## src/disk_ctl_regs.svh

```systemverilog
/*
 * Constants of the fixed-head disk control: instruction codes, status bit
 * positions, field layouts and timing. Assumes an 18-bit processor whose
 * accumulator bit 0 is the most significant bit (ac[17]) and bit 17 the least (ac[0]).
 */
// What this block does
// - Address parity error sets bit 2 only while a function runs; it freezes.
// - Unserved transfer request for 130 ms sets missed-transfer bit 3.
// - Read advances address on request; write and check advance on acknowledge.
// - Write-check mismatch sets bit 4, raises error, stops checking.
// - Read word parity error sets bit 5, word still moves, transfers stop.
// - Write into protected region sets bit 6; read and check pass.
// - Absent drive selected or sequenced into sets bit 7 and error.
// - Channel late for next word sets warning bit 8, no error flag.
// - Only the first of address parity, data parity, lockout errors sets.
// - Illogical command sets warning bit 9; conflicting command is ignored.
// - Finished read, write or check job sets bit 10, interrupts, skips.
// - Code 707001 skips on disk flag, the OR of error and complete.
// - Code 707021 clears everything and unfreezes; frozen control obeys nothing else.
// - Code 707022 ORs track address and word address onto accumulator.
// - Code 707062 ORs drive number and overrun bit 14 onto accumulator.
// - Codes 707024 and 707064 load pointer and drive number from accumulator.
// - Code 707041 clears function register including interrupt enable.
// - Code 707042 XORs accumulator bits 15-17 into function register.
// - Code 707044 executes the held function from the current pointer.
// - Clear, XOR and execute may be combined in one instruction word.
// - Function bits 15-16 pick none, read, write, check; bit 17 enables interrupts.
// - Status bit 0 is OR of bits 1-7; interrupts, skips, halts operation.
// - Frozen control stops writing and inhibits timing pulses until cleared.
// - Posting the disk flag clears the executing function copy only.
`ifndef DISK_CTL_REGS_SVH
`define DISK_CTL_REGS_SVH

// Instruction word fields: group in [17:6], sub-device in [5:3], pulses in [2:0].
`define IOT_GROUP 12'hE38
`define SUB_FLAG 3'h0
`define SUB_POINTER 3'h2
`define SUB_FUNCTION 3'h4
`define SUB_DRIVE 3'h6
`define PULSE_1 0
`define PULSE_2 1
`define PULSE_4 2

// Status register bit positions, index equals printed bit number.
`define ST_ERR 0
`define ST_HDW 1
`define ST_APE 2
`define ST_MXF 3
`define ST_WCE 4
`define ST_DPE 5
`define ST_WLO 6
`define ST_NED 7
`define ST_DCH 8
`define ST_PGE 9
`define ST_XFC 10
`define STATUS_RESET 11'h000

// Pointer layout: track in accumulator bits 0-6, word in bits 7-17.
`define TRACK_MSB 17
`define TRACK_LSB 11
`define WORD_MSB 10
`define WORD_LSB 0
`define OVERRUN_BIT 3
`define POINTER_RESET 18'h00000
`define DRIVE_RESET 3'h0

// Missed-transfer timeout.
`define MXF_TIMEOUT_MS 130
`define MCLK_KHZ 25000

`endif

```

## src/disk_ctl_pkg.sv

```systemverilog
/*
 * Types shared by the disk control modules.
 * Assumes disk_ctl_regs.svh supplies the numeric constants.
 */
package disk_ctl_pkg;
	// Function field of the function register.
	typedef enum logic [1:0] {
		FN_NONE = 2'b00,
		FN_READ = 2'b01,
		FN_WRITE = 2'b10,
		FN_CHECK = 2'b11
	} fn_e;

	// Transfer handshake phase.
	typedef enum logic [0:0] {
		XF_IDLE = 1'b0,
		XF_PENDING = 1'b1
	} xfer_e;
endpackage : disk_ctl_pkg

```

## src/mxf_timer_if.sv

```systemverilog
/*
 * Carrier between the control and its missed-transfer timer.
 * Assumes both ends share one clock.
 */
`timescale 1ns/1ps
interface mxf_timer_if;
	logic start;
	logic stop;
	logic expired;
	modport ctrl (output start, output stop, input expired);
	modport tmr (input start, input stop, output expired);
endinterface : mxf_timer_if
```

## src/disk_ctl.sv

```systemverilog
/*
 * Disk control status register and instruction decode.
 * Assumes the processor presents one instruction per iot_valid_i pulse with
 * the accumulator, and ORs ac_or_o onto its accumulator when ac_or_valid_o.
 * Disk timing, address matching and channel events arrive as one-cycle pulses.
 */
`timescale 1ns/1ps
`include "disk_ctl_regs.svh"
module disk_ctl import disk_ctl_pkg::*; #(
	parameter int MXF_TIMEOUT_CYCLES = `MXF_TIMEOUT_MS * `MCLK_KHZ,
	parameter int NUM_DRIVES = 8
) (
	// Clock and reset.
	input wire logic mclk_i,
	input wire logic reset_i,
	// Processor instruction port.
	input wire logic iot_valid_i,
	input wire logic [17:0] iot_code_i,
	input wire logic [17:0] ac_i,
	output logic skip_o,
	output logic ac_or_valid_o,
	output logic [17:0] ac_or_o,
	// Interrupt and flag reporting.
	output logic disk_flag_o,
	output logic interrupt_req_o,
	output logic [10:0] status_o,
	// Disk side events.
	input wire logic word_slot_i,
	input wire logic xfer_ack_i,
	input wire logic job_done_i,
	input wire logic addr_parity_evt_i,
	input wire logic timing_fault_evt_i,
	input wire logic word_parity_bad_i,
	input wire logic compare_mismatch_evt_i,
	input wire logic protect_region_i,
	input wire logic [NUM_DRIVES-1:0] drive_present_i,
	// Disk side controls.
	output logic xfer_req_o,
	output logic [1:0] function_o,
	output logic freeze_o,
	output logic write_gate_o,
	output logic [17:0] track_word_pointer_o,
	output logic [2:0] drive_select_o
);
	typedef struct packed {
		logic [2:0] function_reg;
		fn_e active;
		xfer_e xfer;
		logic [17:0] track_word_pointer;
		logic [2:0] drive;
		logic overrun;
		logic [10:0] status;
		logic first_err_seen;
		logic freeze;
		logic disk_flag;
		logic irq;
		logic skip;
		logic rd_valid;
		logic [17:0] rd_data;
		logic xfer_req;
		logic write_gate;
	} ctl_s;

	ctl_s s;
	ctl_s next_s;
	logic t_start;
	logic t_stop;

	mxf_timer_if tif ();

	mxf_timer #(
		.CYCLES(MXF_TIMEOUT_CYCLES)
	) u_timer (
		.mclk_i(mclk_i),
		.reset_i(reset_i),
		.tif(tif)
	);

	assign tif.start = t_start;
	assign tif.stop = t_stop;

	// True when the numbered drive is wired in.
	function automatic logic present(input logic [2:0] n, input logic [NUM_DRIVES-1:0] map);
		logic r;
		r = 1'b0;
		if (32'(n) < NUM_DRIVES) begin
			r = map[n];
		end
		return r;
	endfunction : present

	// Next-state logic: clear, then instructions, then disk events, then flag posting.
	always_comb begin
		logic is_iot;
		logic [2:0] sub;
		logic [2:0] pls;
		logic running;
		logic advance;
		logic [11:0] word_sum;
		logic [7:0] track_sum;
		logic [3:0] drive_sum;
		logic [10:0] sets;
		logic [10:0] new_bits;
		logic [2:0] fr_work;
		is_iot = iot_valid_i && (iot_code_i[17:6] == `IOT_GROUP);
		sub = iot_code_i[5:3];
		pls = iot_code_i[2:0];
		running = (s.active != FN_NONE) && !s.freeze;
		advance = 1'b0;
		word_sum = '0;
		track_sum = '0;
		drive_sum = '0;
		sets = '0;
		new_bits = '0;
		fr_work = s.function_reg;
		t_start = 1'b0;
		t_stop = 1'b0;
		next_s = s;
		next_s.skip = 1'b0;
		next_s.rd_valid = 1'b0;
		next_s.rd_data = '0;
		next_s.xfer_req = 1'b0;

		// Clear control is the one instruction a frozen control obeys.
		if (is_iot && sub == `SUB_POINTER && pls == 3'h1) begin
			next_s = '0;
			t_stop = 1'b1;
		end else if (is_iot && !s.freeze) begin
			unique case (sub)
				`SUB_FLAG: begin
					if (pls[`PULSE_1]) begin
						next_s.skip = s.disk_flag;
					end
				end
				`SUB_POINTER: begin
					if (pls[`PULSE_2]) begin
						next_s.rd_valid = 1'b1;
						next_s.rd_data = s.track_word_pointer;
					end
					if (pls[`PULSE_4]) begin
						// Reloading the pointer under a running job would corrupt it.
						if (s.active != FN_NONE) begin
							sets[`ST_PGE] = 1'b1;
						end else begin
							next_s.track_word_pointer = ac_i;
						end
					end
				end
				`SUB_DRIVE: begin
					if (pls[`PULSE_2]) begin
						next_s.rd_valid = 1'b1;
						next_s.rd_data = {14'h0000, s.overrun, s.drive};
					end
					if (pls[`PULSE_4]) begin
						if (s.active != FN_NONE) begin
							sets[`ST_PGE] = 1'b1;
						end else begin
							next_s.drive = ac_i[2:0];
							next_s.overrun = 1'b0;
							if (!present(ac_i[2:0], drive_present_i)) begin
								sets[`ST_NED] = 1'b1;
							end
						end
					end
				end
				`SUB_FUNCTION: begin
					// Microcoded pulses apply in order: clear, XOR, execute.
					if (pls[`PULSE_1]) begin
						fr_work = 3'h0;
					end
					if (pls[`PULSE_2]) begin
						fr_work = fr_work ^ ac_i[2:0];
					end
					next_s.function_reg = fr_work;
					if (pls[`PULSE_4]) begin
						if (fr_work[2:1] == FN_NONE) begin
							sets[`ST_PGE] = 1'b1;
						end else begin
							next_s.active = fn_e'(fr_work[2:1]);
							next_s.first_err_seen = 1'b0;
							if (!present(s.drive, drive_present_i)) begin
								sets[`ST_NED] = 1'b1;
							end
						end
					end
				end
				default: begin
					// Sub-devices not decoded here leave the control untouched.
				end
			endcase
		end

		// Hardware timing faults freeze the control whatever it is doing.
		if (timing_fault_evt_i && !s.freeze) begin
			sets[`ST_HDW] = 1'b1;
			next_s.freeze = 1'b1;
		end

		// Disk events count only while a function is executing.
		// The first-error latch is read from the next state, so an earlier error suppresses a
		// later one in the same cycle.
		if (running) begin
			if (addr_parity_evt_i && !next_s.first_err_seen) begin
				sets[`ST_APE] = 1'b1;
				next_s.first_err_seen = 1'b1;
				next_s.freeze = 1'b1;
			end
			if (word_parity_bad_i && s.active == FN_READ && !next_s.first_err_seen) begin
				sets[`ST_DPE] = 1'b1;
				next_s.first_err_seen = 1'b1;
			end
			if (compare_mismatch_evt_i && s.active == FN_CHECK) begin
				sets[`ST_WCE] = 1'b1;
			end
			if (word_slot_i) begin
				if (s.active == FN_WRITE && protect_region_i) begin
					// Only writing is refused; read and check pass over protected areas.
					if (!next_s.first_err_seen) begin
						sets[`ST_WLO] = 1'b1;
						next_s.first_err_seen = 1'b1;
					end
				end else if (s.xfer == XF_PENDING) begin
					sets[`ST_DCH] = 1'b1;
				end else begin
					next_s.xfer_req = 1'b1;
					next_s.xfer = XF_PENDING;
					t_start = 1'b1;
					advance = (s.active == FN_READ);
				end
			end
			if (xfer_ack_i && s.xfer == XF_PENDING) begin
				next_s.xfer = XF_IDLE;
				t_stop = 1'b1;
				advance = (s.active != FN_READ);
			end
			if (tif.expired && s.xfer == XF_PENDING) begin
				sets[`ST_MXF] = 1'b1;
			end
			if (job_done_i) begin
				sets[`ST_XFC] = 1'b1;
			end
		end

		// Word, then track, then drive roll over in sequence.
		if (advance) begin
			word_sum = {1'b0, s.track_word_pointer[`WORD_MSB:`WORD_LSB]} + 12'h001;
			track_sum = {1'b0, s.track_word_pointer[`TRACK_MSB:`TRACK_LSB]} + {7'h00, word_sum[11]};
			drive_sum = {1'b0, s.drive} + {3'h0, track_sum[7]};
			next_s.track_word_pointer = {track_sum[6:0], word_sum[10:0]};
			next_s.drive = drive_sum[2:0];
			if (drive_sum[3]) begin
				next_s.overrun = 1'b1;
				sets[`ST_NED] = 1'b1;
			end else if (track_sum[7] && !present(drive_sum[2:0], drive_present_i)) begin
				sets[`ST_NED] = 1'b1;
			end
		end

		// Sets are ORed in after any clear so a same-cycle event survives.
		new_bits = sets & ~next_s.status;
		next_s.status = next_s.status | sets;
		next_s.status[`ST_ERR] = |next_s.status[`ST_NED:`ST_HDW];
		next_s.disk_flag = next_s.status[`ST_ERR] | next_s.status[`ST_XFC];
		next_s.irq = next_s.disk_flag & next_s.function_reg[0];

		// A newly posted flag halts execution but keeps the loaded function.
		if (|new_bits[`ST_NED:`ST_HDW] || new_bits[`ST_XFC]) begin
			next_s.active = FN_NONE;
			next_s.xfer = XF_IDLE;
			t_stop = 1'b1;
			t_start = 1'b0;
		end
		next_s.write_gate = (next_s.active == FN_WRITE) && !next_s.freeze;
	end

	// State register; system reset lands here at zero, clear control at zero plus any same-cycle event.
	always_ff @(posedge mclk_i) begin
		if (reset_i) begin
			s <= '0;
		end else begin
			s <= next_s;
		end
	end

	// Every output is a field of the state register.
	assign skip_o = s.skip;
	assign ac_or_valid_o = s.rd_valid;
	assign ac_or_o = s.rd_data;
	assign disk_flag_o = s.disk_flag;
	assign interrupt_req_o = s.irq;
	assign status_o = s.status;
	assign xfer_req_o = s.xfer_req;
	assign function_o = s.active;
	assign freeze_o = s.freeze;
	assign write_gate_o = s.write_gate;
	assign track_word_pointer_o = s.track_word_pointer;
	assign drive_select_o = s.drive;
endmodule : disk_ctl

```

## src/mxf_timer.sv

```systemverilog
/*
 * One-shot timeout counter for an unserved transfer request.
 * Assumes start and stop are single-cycle requests from the control.
 */
`timescale 1ns/1ps
module mxf_timer import disk_ctl_pkg::*; #(
	parameter int CYCLES = 3250000
) (
	// Clock and reset.
	input wire logic mclk_i,
	input wire logic reset_i,
	// Control side.
	mxf_timer_if.tmr tif
);
	localparam int W = $clog2(CYCLES + 1);
	localparam logic [W-1:0] LAST = W'(CYCLES - 1);

	typedef struct packed {
		logic running;
		logic [W-1:0] count;
		logic expired;
	} tmr_s;

	tmr_s s;
	tmr_s next_s;

	// Restart wins over stop so a fresh request is always timed.
	always_comb begin
		next_s = s;
		next_s.expired = 1'b0;
		if (tif.start) begin
			next_s.running = 1'b1;
			next_s.count = '0;
		end else if (tif.stop) begin
			next_s.running = 1'b0;
		end else if (s.running) begin
			if (s.count == LAST) begin
				next_s.running = 1'b0;
				next_s.expired = 1'b1;
			end else begin
				next_s.count = s.count + W'(1);
			end
		end
	end

	// State register.
	always_ff @(posedge mclk_i) begin
		if (reset_i) begin
			s <= '0;
		end else begin
			s <= next_s;
		end
	end

	assign tif.expired = s.expired;
endmodule : mxf_timer

```

## config.mk

```make
export PLATFORM = sky130hd
export DESIGN_NAME = disk_ctl
export DESIGN_NICKNAME = d
export VERILOG_FILES = /design/src/disk_ctl_pkg.sv /design/src/mxf_timer_if.sv /design/src/disk_ctl.sv /design/src/mxf_timer.sv
export VERILOG_INCLUDE_DIRS = /design/src
export SDC_FILE = /design/constraint.sdc
export NUM_CORES = 1
export LEC_CHECK = 0
export CAP_MARGIN = 20
export CORE_MARGIN = 3
export CORE_UTILIZATION = 39
export DETAILED_ROUTE_END_ITERATION = 6
export DONT_BUFFER_PORTS = 1
export GPL_TIMING_DRIVEN = 1
export PLACE_DENSITY = 0.54
export SLEW_MARGIN = 30
export SYNTH_ARGS = -nofsm -noshare
export SYNTH_HDL_FRONTEND = slang
export SYNTH_SLANG_ARGS = --single-unit
```

## constraint.sdc

```tcl
create_clock -name mclk_i -period 6.5 [get_ports mclk_i]
set_input_delay 0.325 -clock mclk_i [delete_from_list [all_inputs] [get_ports mclk_i]]
set_output_delay 0.325 -clock mclk_i [all_outputs]
set_load 0.03 [all_outputs]
```

* Yosys cells after proc, flatten, opt, wreduce, memory -nomap -nowiden
Cells that the tools add are included.
W data, S select, Z words.
** Word-level totals
- Memory bits (read-only) :: 0
- Input bits :: 55
- Flip-flop bits (word level) :: 89
- Memory bits (writable) :: 0
- Memories kept :: 0
- Output and inout port bits :: 59
- Bits in latches :: 0
- Logic and storage cells :: 217
** Cells by class
- Add/subtract/negate cells :: 4
- Reduce and logical (&&, ||, !) cells :: 41
- Div/mod/pow operators :: 0
- Magnitude comparators :: 3
- Multiply operators :: 0
- Muxes and demuxes :: 125
- Eq/ne operators :: 12
- Shift-type cells :: 0
- Bitwise gates (word level) :: 12
** Operators by type and width (number)
- $mux W22 :: 4
- $mux W1 :: 84
- $mux W18 :: 3
- $mux W23 :: 2
- $mux W3 :: 13
- $mux W19 :: 2
- $pmux W19 S2 :: 1
- $mux W24 :: 1
- $add A22 B1 Y22 const B :: 1
- $eq A22 B22 Y1 const B :: 1
- $logic_and A1 B1 Y1 :: 15
- $reduce_or A7 Y1 :: 2
- $add A11 B1 Y12 const B :: 1
- $eq A12 B12 Y1 const B :: 1
- $lt A3 B4 Y1 const B :: 3
- $mux W4 :: 3
- $reduce_bool A3 Y1 :: 4
- $and A11 B11 Y11 :: 1
- $mux W11 :: 1
- $not A11 Y11 :: 1
- $or A11 B11 Y11 :: 1
- $mux W2 :: 5
- $bmux W1 S3 :: 3
- $add A7 B1 Y8 :: 1
- other kinds (26) :: 43

* Longest topological paths before layout
- Depth in word-level cells :: 34
- Gate-level depth with buffers :: 20

* Modules after synthesis
A second synthesis with hierarchy kept.
** Unflattened totals
- Cells, all modules :: 616
- Area total of the unflattened synthesis :: 5251.3 µm²
** Modules (own cells, without submodules)
- disk_ctl :: instances 1, sequential area each 1301.2 µm², area each 3960.0 µm², cells an instance 475
- mxf_timer :: instances 1, sequential area each 480.5 µm², area each 1291.2 µm², cells an instance 141

* Worst setup path after synthesis
No wires, ideal clock.
- Path kind :: register to register
- Start :: reg s (netlist bit track_word_pointer_o[3])
- End :: reg u_timer.s[13] (netlist bit)
- Data required time :: 6.434 ns
- Setup time :: 0.066 ns
- Arrival :: 3.552 ns
- Stages on the path, launching flop included :: 20
- Setup slack :: 2.882 ns
- Clock period less this slack :: 3.618 ns
- Path buffers :: 1
- Cell sequence :: dfxtp_1 > nand2_1 > nor4_1 > and2_1 > nand3_1 > nor2_1 > ha_1 > nand4_1 > nor3_1 > ha_1 > ha_1 > mux4_2 > mux2i_1 > nand3_1 > nand2_1 > a21oi_2 > o2111ai_2 > buf_6 > or4_4 > a21oi_2
** Between the ends
- Longest elaborated chain between the ends :: 18
** Ends and longest elaborated chain
- start: declaration :: RTL line disk_ctl.sv:64 : ctl_s s;
- start signal: assignment :: RTL line disk_ctl.sv:281 : s <= next_s;
- $add A11 B1 Y12 (*) :: RTL line disk_ctl.sv:246 : word_sum = {1'b0, s.track_word_pointer[`WORD_MSB:`WORD_LSB]} + 12'h001;
- $add A7 B1 Y8 (*) :: RTL line disk_ctl.sv:247 : track_sum = {1'b0, s.track_word_pointer[`TRACK_MSB:`TRACK_LSB]} + {7'h00, word_sum[11]};
- $add A3 B1 Y4 :: RTL line disk_ctl.sv:248 : drive_sum = {1'b0, s.drive} + {3'h0, track_sum[7]};
- $bmux W1 S3 :: RTL line disk_ctl.sv:87 : r = map[n];
- $mux W1 (implied by the code) :: RTL line disk_ctl.sv:87
- $mux W1 :: RTL line disk_ctl.sv:251 : if (drive_sum[3]) begin
- $mux W1 :: RTL line disk_ctl.sv:245 : if (advance) begin
- $logic_not A1 Y1 :: RTL line disk_ctl.sv:254 : end else if (track_sum[7] && !present(drive_sum[2:0], drive_present_i)) begin
- [... 2 more ...]
- $mux W1 (*) :: RTL line disk_ctl.sv:251
- $mux W1 (*) :: RTL line disk_ctl.sv:245
- $and A11 B11 Y11 (*) :: RTL line disk_ctl.sv:260 : new_bits = sets & ~next_s.status;
- $reduce_or A7 Y1 (*) :: RTL line disk_ctl.sv:267 : if (|new_bits[`ST_NED:`ST_HDW] || new_bits[`ST_XFC]) begin
- $logic_or A1 B1 Y1 (*) :: RTL line disk_ctl.sv:267
- $mux W1 :: RTL line disk_ctl.sv:267
- $not A1 Y1 (no source line)
- $reduce_and A3 Y1 (no source line)
- end signal: assignment :: RTL line mxf_timer.sv:51 : s <= next_s;
- end: declaration :: RTL line mxf_timer.sv:24 : tmr_s s;
Every way passes the cells marked *; elsewhere a longest branch is shown, timed or not. The select of a mux whose other input is x is not followed.
A chain may end at the register's enable or synchronous reset.

* Worst setup path after layout
- Start :: reg s (netlist bit track_word_pointer_o[0])
- End :: reg u_timer.s[6] (netlist bit)
The elaborated chain is that of the path after synthesis.

==> results.md <==
* Starting density of the core at 0.4070
* Commonest cells in the netlist: sky130_fd_sc_hd__dfxtp_1, sky130_fd_sc_hd__nor2_1, sky130_fd_sc_hd__buf_4
* Number of flops mapped to enable cells by yosys at 0
* Slew at the pin closest to its max-slew limit at a little under 0.8 ns
* Primary flip-flop cell chosen by synthesis mapping: sky130_fd_sc_hd__dfxtp_1
* Leakage power summed over all cells at approximately 1.8 nW
* Clock transition at the register clock pins on the worst setup and hold paths after CTS at about 0.070 ns
* Wire length the detailed router placed on met1 at about 6000 um
* Top-level port count at 114
* Share of total power in the clock network at 0.493
* Max-slew violation count at 0
* Mapped Area at roughly 5200 um^2
* Area of the multi-input gates at 2810 um^2
* Library cell with the highest instance count after synthesis: sky130_fd_sc_hd__dfxtp_1
* Final global-route overflow total at 0
* Net count reported at finish at 620
* Max-cap viol count at 0
* Antenna viol nets, final at 0
* Die Outline Area at around 15,000 um^2
* YS warnings at 0
* Total negative slack for setup checks at 0 ns
* Count of cells resized by post-cts repair at 0
* Highest attainable clock frequency at ~190 MHz
* Final Hold Violating Endpoints at 0
* Combined flip-flop and latch cell area at 1782 um^2
* Routed wirelength normalized by instance count at 18.05 um
* Buffers on Ports at 0
* Largest fanout of any net on the critical path at 29
* Outcome: completed
* Layout Skew at about 0.0086 ns
* Switching part of the total power at 0.2067
* Final number of setup-violating endpoints at 0
* Average footprint of a synthesized cell at between 8 and 9 um^2
* Area share of the leading cell type in the synthesized netlist at 0.3400
* First-pass GRT wire length at 21,260 um
* Met2 WL at between 6000 and 7000 um
* Total via count after detailed routing at 4,259
* Category of the worst setup path launch point: flip-flop
* Sequential-to-total area share from yosys stat at 0.3400
* Initial antenna violation count at 0
* Number of storage elements in the synthesis netlist at 89
* Post-synthesis cell type with the largest combined area: sky130_fd_sc_hd__dfxtp_1
* Final critical path time including I/O delays and setup at 5.175 ns
* Hold Path Depth at 1
* Via density per instance at approximately 5.8
* Top layer reached by signal wires: met4
* Total track usage at 0.1794
* Post-CTS setup repair buffer count at 0
* Half-perimeter wire length of the detailed placement result at a little under 10,000 um
* Width of the die at about 120 um
* Areal power density over the cells at 221.9 nW/um^2
* Worst slew margin relative to its limit at 0.4787
* Clock network latency to the later pin of the worst-skew pair at 0.34 ns
* CTS sink count at between 80 and 90
* Area growth from synthesis to layout at -0.2866%
* Internal power component at a little over 0.9 mW
* Total CTS buffers at 9
* # fillers at roughly 1,300
* RSZ-0062 raised after global routing: no
* Fraction of power consumed by sequential logic at 0.478
* Share of flip-flops with an asynchronous set or reset at 0
* Pin count of the biggest net entering global routing at 39
* Antenna diode instance count at 0
* Cts hold-fix bufs at 0
* CTS Root Buffer Type: sky130_fd_sc_hd__clkbuf_16
* Core outline area at approximately 13,000 um^2
* Fin util at 0.4058
* Synth area leaders: sky130_fd_sc_hd__dfxtp_1, sky130_fd_sc_hd__buf_4, sky130_fd_sc_hd__nor2_1
* Share of final-layout standard cells stronger than drive strength 1 at 0.08865
* Routed met3 length at 919 um
* Critical path capture point type: flip-flop
* DR pass1 iterations at 5
* Die Ht at 121.9 um
* DRT iter0 DRCs at 290
* Share of the clock period used by the worst path after layout at 0.7961
* Max Buffers Root-to-Sink at 2
* Length in cells of the worst reg-to-reg path at 18
* Post-Syn Instances at about 630
* Drc violations at 0
* Classification of the worst-slack hold path: in -> reg
* Synth Net Count at about 690
* Worst path arrival time at ~5.5 ns
* Library cells used by synthesis at 67
* Clock tree from TritonCTS: yes
* Net Sw Power at ~0.24 mW
* # rows at just over 40
* Post-detailed-routing wire length at 13,280 um
* Logic pwr share at 0.029
* Placer's final routability congestion estimate at ~0.84
* Maximum VDD drop at around 0.14 mV
* Critical path data required time at around 6.8 ns
* CTS H-tree lvls at 3
* Start-to-end type of the worst setup path: reg -> reg
* Via count of the first global-routing pass at just over 4,000
## power groups by stage
stage,clock (mW),combinational (mW),sequential [mW]
floorplan,0,0.0403,0.562
global placement,0,0.0329,0.566
detailed placement,0,0.0335,0.566
CTS,0.587,0.0338,0.554
global route,0.615,0.0370,0.554
finish,0.572,0.0339,0.554
## metal layers
metal / track usage / vias up
met5: 0 / -
met4: 0.06583 / 0
met3: 0.04132 / 17
met2: 0.2921 / 117
met1: 0.2327 / 2047
li1: - / 2078
## final timing paths
check	from	end	slack [ns]
setup / recovery	track_word_pointer_o[0]$_SDFFE_PP0P_	u_timer.s[6]$_SDFFE_PP0P_	1.33
hold / removal	reset_i	status_o[0]$_SDFF_PP0_	0.05
setup reg to reg	track_word_pointer_o[0]$_SDFFE_PP0P_	u_timer.s[6]$_SDFFE_PP0P_	1.33
hold reg to reg	s[37]$_SDFF_PP0_	s[37]$_SDFF_PP0_	0.51
## cells by family after synthesis
logic type	after synthesis	share of synthesized area
flip-flops	89	0.3400
AO/OA/AOI/OAI	135	0.1741
XOR/XNOR	17	0.02842
adder cells (fa/ha/maj)	6	0.01433
multiplexers	19	0.04346
buffers and inverters	106	0.1280
AND/OR/NAND/NOR	261	0.2717
## through the flow
stage          cells  instance area, um^2  power, mW  worst slack (ns)  hold WS (ns)
6_report         736                 5225      1.160             1.325       0.05297
5_1_grt          736                 5225      1.206            0.7927       0.03356
4_1_cts          736                 5225      1.175             1.296       0.03527
3_5_place_dp     720                 4893     0.5997             1.332        0.4050
3_3_place_gp     720                 4875     0.5989             1.227        0.4053
2_1_floorplan    633                 5240     0.6024             2.882        0.4380
## layout by cell type (no fill, tap or decap), types with 10 or more instances in the layout
cell | synthesis | layout
sky130_fd_sc_hd__nor3_1 | 20 | 20
sky130_fd_sc_hd__dfxtp_1 | 89 | 89
sky130_fd_sc_hd__o31ai_1 | 10 | 10
sky130_fd_sc_hd__a21oi_1 | 42 | 41
sky130_fd_sc_hd__and2_1 | 19 | 19
sky130_fd_sc_hd__nand4_1 | 11 | 11
sky130_fd_sc_hd__nand3_1 | 25 | 25
sky130_fd_sc_hd__inv_1 | 19 | 19
sky130_fd_sc_hd__nand2_1 | 52 | 52
sky130_fd_sc_hd__o21ai_0 | 17 | 17
sky130_fd_sc_hd__mux2i_1 | 16 | 16
sky130_fd_sc_hd__nor2_1 | 63 | 63
## worst max-delay path: stages, from the launching register on
cell                        delay, ns
sky130_fd_sc_hd__dfxtp_1         0.64
sky130_fd_sc_hd__nand3_1         0.17
sky130_fd_sc_hd__nor4_1          0.34
sky130_fd_sc_hd__and2_1          0.24
sky130_fd_sc_hd__nand3_1         0.11
sky130_fd_sc_hd__nor2_1          0.14
sky130_fd_sc_hd__ha_1            0.21
sky130_fd_sc_hd__nand4_1         0.15
sky130_fd_sc_hd__nor3_1          0.36
sky130_fd_sc_hd__ha_1            0.24
sky130_fd_sc_hd__ha_1            0.27
sky130_fd_sc_hd__mux4_2          0.24
sky130_fd_sc_hd__mux2i_1         0.07
sky130_fd_sc_hd__nand3_1         0.09
sky130_fd_sc_hd__nand2_1         0.09
sky130_fd_sc_hd__a21oi_2         0.53
sky130_fd_sc_hd__o2111ai_4       0.44
sky130_fd_sc_hd__or4_4           0.65
sky130_fd_sc_hd__a21oi_2         0.14
## cell type report
cell class,instances,share of cell area
clock buffer,12,0.04909
clock inverter,4,0.01437
inverter,19,0.01365
multi-input combinational,438,0.5378
sequential,89,0.3410
tap,172,0.04119
timing repair buffer,2,0.002874
## registers in the layout (all words and copies together) (netlist names)
register              count
u_timer.s                23
ac_or_o                  18
track_word_pointer_o     18
status_o                 11
s                         6
drive_select_o            3
function_o                2
ac_or_valid_o             1
disk_flag_o               1
freeze_o                  1
interrupt_req_o           1
skip_o                    1
u_timer.tif.expired       1
write_gate_o              1
xfer_req_o                1
(Power assumes the default switching activity.)
